**src/hdl/dsl_pkg.sv**
```systemverilog
// Purpose: constants for the downstream port status and link caps block
// Assumes: byte addresses of the config space, dword aligned access
// Notes: field positions and fixed values are kept here only
package dsl_pkg;
  // register byte offsets
  localparam logic [11:0] dsl_status_off = 12'h09a;
  localparam logic [11:0] dsl_linkcap_off = 12'h09c;
  localparam logic [11:0] dsl_status_dword = 12'h098;
  // device status field positions
  localparam int dsl_st_corr_bit = 0;
  localparam int dsl_st_nonfatal_bit = 1;
  localparam int dsl_st_fatal_bit = 2;
  localparam int dsl_st_unsup_bit = 3;
  localparam int dsl_st_aux_bit = 4;
  localparam int dsl_st_nonposted_outstanding_flag_bit = 5;
  localparam int dsl_st_err_cnt = 4;
  localparam logic [15:0] dsl_st_reset = 16'h0000;
  // link capabilities fixed fields
  localparam logic [1:0] dsl_aspm_both = 2'h3;
  localparam logic [5:0] dsl_width_x1 = 6'h01;
  localparam logic [3:0] dsl_speed_2g5 = 4'h1;
  localparam logic dsl_clock_pm_yes = 1'b1;
  localparam logic [2:0] dsl_cap_rsvd = 3'h0;
  localparam logic [9:0] dsl_st_rsvd = 10'h000;
  localparam logic [7:0] dsl_port_base = 8'h01;
endpackage

```
**src/hdl/dsl_port_regs.sv**
```systemverilog
// Purpose: device status and link capabilities of one downstream port
// Assumes: config reads and writes come from the switch core, same clock;
//   mirrored control fields come from registers of the same clock
// Notes: dword access at 0x098 (status in upper half) and 0x09c
//
// Notes on behaviour
// - unused status and capability bits read zero
// - pending flag tracks outstanding nonposted request
// - aux power flag mirrors chip aux bit
// - aux flag reset equals chip bit reset
// - unsupported request completion sets its flag
// - fatal error sets fatal flag
// - nonfatal error sets nonfatal flag
// - correctable error sets correctable flag
// - logging ignores error reporting enables
// - writing one clears error flags
// - port number per downstream port index
// - link active capable mirrors general control
// - surprise down capable mirrors same field
// - clock power management bit reads one
// - link capabilities ignore writes
// - exit latencies mirror latency register fields
// - aspm support field reads 11b
// - maximum width field reads x1
// - maximum speed field reads 2.5 GT
`timescale 1ns/1ps
module dsl_port_regs #(
  parameter int port_index = 0
) (
  input wire logic ref_clk,
  input wire logic reset,
  // configuration access, dword address in bytes
  input wire logic cfg_rd,
  input wire logic cfg_wr,
  input wire logic [11:0] cfg_addr,
  input wire logic [31:0] cfg_wdata,
  input wire logic [3:0] cfg_be,
  output logic [31:0] cfg_rdata,
  output logic cfg_rd_valid,
  // hardware events and state
  input wire logic nonposted_outstanding,
  input wire logic unsup_req_event,
  input wire logic fatal_err_event,
  input wire logic nonfatal_err_event,
  input wire logic corr_err_event,
  // mirrored fields from other registers
  input wire logic chip_aux_power_present,
  input wire logic gen_ctrl_link_active_cap,
  input wire logic [2:0] pm_lat_l1_exit,
  input wire logic [2:0] pm_lat_l0s_exit,
  // status flags out to the rest of the port
  output logic [15:0] status_out
);
  logic [3:0] err_set;
  logic [3:0] err_clear;
  logic [3:0] err_flags;
  logic [15:0] port_device_status;
  logic [31:0] port_link_capabilities;
  logic [31:0] rd_value;
  logic [15:0] status_out_reg;
  logic [15:0] status_out_next;
  logic nonposted_outstanding_flag;
  logic aux_power_seen_flag;
  logic link_active_report_capable;
  logic surprise_down_report_capable;
  logic [2:0] l1_exit_time_field;
  logic [2:0] l0s_exit_time_field;
  logic [7:0] port_number;

  // decode of an address hit on the status dword
  function automatic logic status_write(input logic [11:0] a);
    status_write = (a == dsl_pkg::dsl_status_dword);
  endfunction

  // event inputs come straight in, enables are never consulted
  always_comb begin
    err_set = '0;
    err_set[dsl_pkg::dsl_st_corr_bit] = corr_err_event;
    err_set[dsl_pkg::dsl_st_nonfatal_bit] = nonfatal_err_event;
    err_set[dsl_pkg::dsl_st_fatal_bit] = fatal_err_event;
    err_set[dsl_pkg::dsl_st_unsup_bit] = unsup_req_event;
  end

  // clear needs a one in the upper half lane, zeros leave flags alone
  always_comb begin
    err_clear = '0;
    if (cfg_wr && status_write(cfg_addr) && cfg_be[2]) begin
      err_clear = cfg_wdata[16 +: dsl_pkg::dsl_st_err_cnt];
    end
  end

  dsl_w1c_flags #(
    .width(dsl_pkg::dsl_st_err_cnt)
  ) u_flags (
    .ref_clk(ref_clk),
    .reset(reset),
    .set_pulse(err_set),
    .clear_pulse(err_clear),
    .flags(err_flags)
  );

  // live hardware bits; aux follows the chip bit so reset matches too
  always_comb begin
    nonposted_outstanding_flag = nonposted_outstanding;
    aux_power_seen_flag = chip_aux_power_present;
    port_device_status = {dsl_pkg::dsl_st_rsvd,
      nonposted_outstanding_flag, aux_power_seen_flag, err_flags};
  end

  // capabilities built from constants and mirrors only, no storage,
  // so a write has nothing to change
  always_comb begin
    port_number = dsl_pkg::dsl_port_base + 8'(port_index);
    link_active_report_capable = gen_ctrl_link_active_cap;
    surprise_down_report_capable = gen_ctrl_link_active_cap;
    l1_exit_time_field = pm_lat_l1_exit;
    l0s_exit_time_field = pm_lat_l0s_exit;
    port_link_capabilities = {
      port_number,
      dsl_pkg::dsl_cap_rsvd,
      link_active_report_capable,
      surprise_down_report_capable,
      dsl_pkg::dsl_clock_pm_yes,
      l1_exit_time_field,
      l0s_exit_time_field,
      dsl_pkg::dsl_aspm_both,
      dsl_pkg::dsl_width_x1,
      dsl_pkg::dsl_speed_2g5
    };
  end

  // read mux; unmapped dwords read zero, writes to caps dropped
  always_comb begin
    rd_value = '0;
    if (status_write(cfg_addr)) begin
      rd_value = {port_device_status, 16'h0000};
    end else if (cfg_addr == dsl_pkg::dsl_linkcap_off) begin
      rd_value = port_link_capabilities;
    end
  end

  dsl_cfg_rdreg #(
    .width(32)
  ) u_rd (
    .ref_clk(ref_clk),
    .reset(reset),
    .rd_en(cfg_rd),
    .rd_value(rd_value),
    .rd_data(cfg_rdata),
    .rd_valid(cfg_rd_valid)
  );

  // registered copy of status for downstream logic
  always_comb begin
    status_out_next = port_device_status;
  end

  always_ff @(posedge ref_clk or posedge reset) begin
    if (reset) begin
      status_out_reg <= dsl_pkg::dsl_st_reset;
    end else begin
      status_out_reg <= status_out_next;
    end
  end

  assign status_out = status_out_reg;
endmodule

```
**src/hdl/dsl_w1c_flags.sv**
```systemverilog
// Purpose: sticky error flags, set by hardware, cleared by writing one
// Assumes: set and clear pulses on ref_clk
// Notes: a set in the clearing cycle wins
`timescale 1ns/1ps
module dsl_w1c_flags #(
  parameter int width = 4
) (
  input wire logic ref_clk,
  input wire logic reset,
  input wire logic [width-1:0] set_pulse,
  input wire logic [width-1:0] clear_pulse,
  output logic [width-1:0] flags
);
  logic [width-1:0] flags_reg;
  logic [width-1:0] flags_next;

  // per bit: set beats clear so no event is lost
  genvar i;
  generate
    for (i = 0; i < width; i++) begin : g_bit
      always_comb begin
        flags_next[i] = set_pulse[i] | (flags_reg[i] & ~clear_pulse[i]);
      end
    end
  endgenerate

  always_ff @(posedge ref_clk or posedge reset) begin
    if (reset) begin
      flags_reg <= '0;
    end else begin
      flags_reg <= flags_next;
    end
  end

  assign flags = flags_reg;
endmodule

```
**src/hdl/dsl_cfg_rdreg.sv**
```systemverilog
// Purpose: registered read data for config space reads
// Assumes: one read answered one cycle after its strobe
// Notes: data holds until the next read
`timescale 1ns/1ps
module dsl_cfg_rdreg #(
  parameter int width = 32
) (
  input wire logic ref_clk,
  input wire logic reset,
  input wire logic rd_en,
  input wire logic [width-1:0] rd_value,
  output logic [width-1:0] rd_data,
  output logic rd_valid
);
  logic [width-1:0] data_reg;
  logic [width-1:0] data_next;
  logic valid_reg;
  logic valid_next;

  // capture only on a read so data stands for the host
  always_comb begin
    data_next = rd_en ? rd_value : data_reg;
    valid_next = rd_en;
  end

  always_ff @(posedge ref_clk or posedge reset) begin
    if (reset) begin
      data_reg <= '0;
      valid_reg <= 1'b0;
    end else begin
      data_reg <= data_next;
      valid_reg <= valid_next;
    end
  end

  assign rd_data = data_reg;
  assign rd_valid = valid_reg;
endmodule

```
**config.mk**
```make
export PLATFORM = sky130hd
export DESIGN_NAME = dsl_port_regs
export DESIGN_NICKNAME = d
export VERILOG_FILES = /design/src/hdl/dsl_pkg.sv /design/src/hdl/dsl_port_regs.sv /design/src/hdl/dsl_w1c_flags.sv /design/src/hdl/dsl_cfg_rdreg.sv
export SDC_FILE = /design/constraint.sdc
export NUM_CORES = 1
export LEC_CHECK = 0
export BUFFER_PORTS_ARGS = -buffer_cell sky130_fd_sc_hd__buf_2
export CAP_MARGIN = 20
export CORE_ASPECT_RATIO = 1.1
export CORE_MARGIN = 1.5
export CORE_UTILIZATION = 30
export DETAILED_ROUTE_END_ITERATION = 16
export GPL_TIMING_DRIVEN = 0
export HOLD_SLACK_MARGIN = 0.02
export PLACE_DENSITY = 0.81
export REMOVE_ABC_BUFFERS = 1
export SETUP_SLACK_MARGIN = 0.3
export SLEW_MARGIN = 10
export SYNTH_ARGS = -nofsm -noshare
export SYNTH_HDL_FRONTEND = slang
export SYNTH_SLANG_ARGS = --single-unit
export TNS_END_PERCENT = 30
```
**constraint.sdc**
```tcl
create_clock -name ref_clk -period 0.8 [get_ports ref_clk]
set_input_delay 0.04 -clock ref_clk [delete_from_list [all_inputs] [get_ports ref_clk]]
set_output_delay 0.04 -clock ref_clk [all_outputs]
set_load 0.05 [all_outputs]
```
== Word-level counts from Yosys, hierarchy flattened ==
Index checks and enable logic that the tools add are counted.

* Equal/unequal tests: 2
* Muxes and demuxes: 3
* Bitwise operators: 12
* Reductions and logical operators: 2

{| class="wikitable"
|+ Operators by type and width
! cell !! number
|-
| $mux W25 || 2
|-
| $eq A12 B8 Y1 const B || 2
|-
| $and A1 B1 Y1 || 4
|-
| $mux W4 || 1
|-
| $not A1 Y1 || 4
|-
| $or A1 B1 Y1 || 4
|-
| $logic_and A1 B1 Y1 || 2
|}

* Flip-flop bits (word level): 43
* Input port bits: 65
* Word-level logic and storage cells: 23

== Logic depth before layout (Yosys ltp) ==
* Depth after elaboration: 7
* Depth in mapped cells: 4
* Depth with buffers taken out: 3

== Cells and area by module ==
Synthesis repeated with hierarchy kept, for this count alone.

* Cell total of the unflattened synthesis: 141
* Area total of the unflattened synthesis: 2,098.3 µm²

{| class="wikitable"
|+ Modules (own cells, without submodules)
! module !! times used !! cells each !! area an instance (µm²)
|-
| dsl_cfg_rdreg || 1 || 70 || 1,373.8
|-
| dsl_port_regs || 1 || 58 || 575.6
|-
| dsl_w1c_flags || 1 || 13 || 148.9
|}

== Worst setup path before layout ==
Ideal clock, no wire load.

* Kind: register to output
* From: reg u_rd.rd_data[11] (netlist name)
* To: out cfg_rdata[10]
* Arrival: 0.958 ns
* Required time: 0.760 ns
* Slack: -0.198 ns
* Cell stages (with the launch flop): 2
* Path through: dfrtp_1 > buf_4

{| class="wikitable"
|+ RTL lines
! element !! line !! RTL
|-
| end: declaration || dsl_port_regs.sv:38 || <nowiki>output logic [31:0] cfg_rdata,</nowiki>
|}

==> metrics.md <==
| Metric | Value |
|---|---|
| GP Congestion | `0.699` |
| Failing checks | `negative hold slack, negative setup slack` |
| 1st-pass router iterations | `4` |
| Worst slew margin | `65.2%` |
| Simple-Gate Fraction of Synth Area | `between 10% and 20%` |
| CTS Root Cell | `clkbuf_8` |
| Antenna Nets Post-Route | `0` |
| Core area | `a little under 0.004 mm²` |
| CTS HTree Levels | `1` |
| Clock transition at the registers of the reported paths | `roughly 0.080 ns` |
| DRT iter0 DRCs | `16` |
| Die area | `0.00442 mm²` |
| Adder-cell area share of the yosys netlist | `0%` |
| Worst-Margin Slew | `0.522 ns` |
| Fin. Hold Viols | `28` |
| Synth warnings | `0` |
| Unique masters post-synth | `22` |
| Final period util | `117%` |
| Final number of max-transition violations | `0` |
| Dpl ws | `-0.357 ns` |
| Most common cell after layout, fill and taps aside | `buf_2` |
| Register bit total from synthesis | `22` |
| Post-Synthesis Cells | `~110` |
| Largest delay share family, worst path | `flip-flops` |
| Port Buffers | `55` |
| Die span in x | `63.5 µm` |
| WL final | `between 2000 and 3000 µm` |
| Synth Cell Area | `0.00121 mm²` |
| Seq. cell area | `552 µm²` |
| Max Freq | `between 1000 and 1500 MHz` |
| Multi-input logic area | `slightly above 500 µm²` |
| WP depth | `1` |
| Fin area | `roughly 0.0017 mm²` |
| CTS Buf Count | `3` |
| Top-level port count | `~110` |
| XOR/XNOR share of the synthesized area | `0%` |
| Delay of the slowest critical-path stage | `between 0.4 and 0.5 ns` |
| Clock Tree Buf Depth | `2` |
| Total routing usage reported by global routing | `between 10% and 20%` |
| R2r setup slk | `-0.11 ns` |
| DR vias | `slightly above 900` |
| Worst Path Arrival | `roughly 0.90 ns` |
| PD cells | `~1400 mW/mm²` |
| Crit start category | `register` |
| Path depth of the worst reg2reg path | `3` |
| Tmin final | `around 0.94 ns` |
| Final WS setup | `-0.137 ns` |
| Placed cells | `between 200 and 250` |
| Fillers | `around 380` |
| Initial core utilization | `31.0%` |
| Final Skew | `about 0.0007 ns` |
| First-pass GRT wire length | `3930 µm` |
| Outcome | `complete, but fails checks` |
| RSZ-0062 raised after global routing | `true` |
| Initial antenna violation count | `0` |
| Layout cell share with drive strength beyond 1 | `between 50% and 60%` |
| # Max-Cap Violations | `0` |
| Max reg flops | `11` |
| GR Overflow Total | `0` |
| CP Max Fanout | `6` |
| Antenna cell count | `0` |
| # DRC | `0` |
| Main combinational cell family by area after synthesis | `buffers and inverters` |
| Setup TNS | `-1.73 ns` |
| Lkg Pwr | `~0.8 nW` |
| Clock sink count | `22` |
| Number of global-route vias before repair | `slightly below 900` |
| Detailed Place HPWL | `1700 µm` |
| Final cell count without fillers | `approximately 220` |
| Drt via density | `just over 4` |
| Final Net Count | `between 200 and 250` |
| Max VDD drop | `between 0.0004 and 0.0005 V` |
| Post-synthesis mux area share | `about 3.7%` |
| Crit path buf inv count | `1` |
| Die height | `between 60 and 70 µm` |
| Clk_lat worst skew | `approximately 0.26 ns` |
| CP max stage cell | `dfrtp_2` |
| WP data required | `approximately 0.76 ns` |
| Kind of critical path | `reg2out` |
| Layout area overhead | `43.1%` |
| Worst path cell trace | `buf_6` |
| Syn_area_per_cell | `10.6 µm²` |
| Synth Area in Compound Gates | `a little over an eighth` |
| Critical path capture point type | `output port` |
| Drt wl/cell | `between 10 and 15 µm` |
| Setup violators final | `25` |
| TritonCTS clock tree | `built` |
| Most frequent cells in the layout | `buf_2 (28), conb_1 (27), buf_6 (27), dfrtp_1 (21), inv_1 (14)` |
| Min-Delay Path Class | `in2async` |
| Area post-placement | `0.00139 mm²` |
| FF-to-FF End | `u_rd.rd_data[17]` |
| Cell Rows | `24` |
| Reg-to-reg startpoint | `u_flags.flags[1]` |
| Hold slack | `-0.203 ns` |
| Sequential share of the synthesized area | `between 40% and 50%` |
| Largest net degree at the start of global routing | `24` |
[timing repair]
| action | in CTS | in global routing |
|---|---|---|
| endpoints found under the setup margin | 63 | 41 |
| pin swaps | 3 | 11 |
| gates resized for setup | 51 | 17 |
| buffers inserted | 4 | 2 |
| gates cloned | 0 | 1 |
| hold endpoints to repair | 28 | 28 |
[cell usage after synthesis]
| cell type | n | area (µm²) |
|---|---|---|
| buf_4 | 31 | 233 |
| dfrtp_1 | 22 | 551 |
| inv_1 | 16 | 60.1 |
| o22ai_2 | 10 | 125 |
| nand2_1 | 5 | 18.8 |
| a31oi_1 | 4 | 25.0 |
| mux2_2 | 4 | 45.0 |
| nand3_1 | 4 | 20.0 |
| nor2_1 | 4 | 15.0 |
| buf_2 | 2 | 10.0 |
| and3b_1 | 1 | 8.76 |
| and4_1 | 1 | 8.76 |
| and4bb_2 | 1 | 12.5 |
| buf_6 | 1 | 11.3 |
| clkbuf_1 | 1 | 3.75 |
| conb_1 | 1 | 3.75 |
| nand3_2 | 1 | 10.0 |
| nand3b_1 | 1 | 7.51 |
| nor3b_1 | 1 | 7.51 |
| nor4_4 | 1 | 21.3 |
| o21ai_0 | 1 | 5.00 |
| o22ai_1 | 1 | 6.26 |
[where the power goes]
| group | leakage, nW | internal, mW | total (mW) | switching (mW) |
|---|---|---|---|---|
| combinational | 0.521 | 0.131 | 0.562 | 0.431 |
| clock | 0.0288 | 0.438 | 0.803 | 0.365 |
| sequential | 0.257 | 1.12 | 1.12 | 0.00365 |
[worst max path at each step]
stage	slack [ns]	start	to
after global routing	-0.17	u_rd.rd_data[11]	cfg_rdata[11]
after global placement	-0.32	cfg_addr[11]	u_rd.rd_data[17]
after detailed placement	-0.36	cfg_addr[11]	u_rd.rd_data[17]
final	-0.14	u_rd.rd_data[11]	cfg_rdata[10]
after CTS	-0.15	u_rd.rd_data[11]	cfg_rdata[24]
after floorplan	-1.42	u_rd.rd_data[11]	u_rd.rd_data[11]
[layer usage]
metal  vias up  part of all wire [%]  global-route usage [%]
met5         -                     0                       0
met4         0                  0.31                    2.90
met3         2                   7.5                    3.08
met2        56                    52                    20.9
met1       423                    40                    12.9
li1        432                     -                       -
[through the flow]
| stage | power [mW] | utilization [%] |
|---|---|---|
| 3_5_place_dp | 1.65 | 35.6 |
| 5_1_grt | 2.59 | 44.3 |
| 2_1_floorplan | 1.51 | - |
| 6_report | 2.49 | 44.3 |
| 4_1_cts | 2.49 | 41.7 |
| 3_3_place_gp | 1.64 | 35.6 |
[cell families after synthesis]
logic type	Yosys count
AO/OA/AOI/OAI	16
other	1
buffers and inverters	51
AND/OR/NAND/NOR	20
flip-flops	22
multiplexers	4
[cell type report]
type | instances | area share (%)
multi-input cells | 68 | 29.2
clock buffers | 4 | 3.18
repair buffers | 61 | 28.3
well taps | 52 | 3.76
inverters | 16 | 3.69
flip-flops and latches | 22 | 31.9
[worst reg2reg max path: cells and delay by family (launching register included)]
family          cells  cell delay, ns
flops               1            0.38
compound gates      1            0.07
simple gates        1            0.08
mux                 1            0.26
Power figures use the tool's default switching activity.
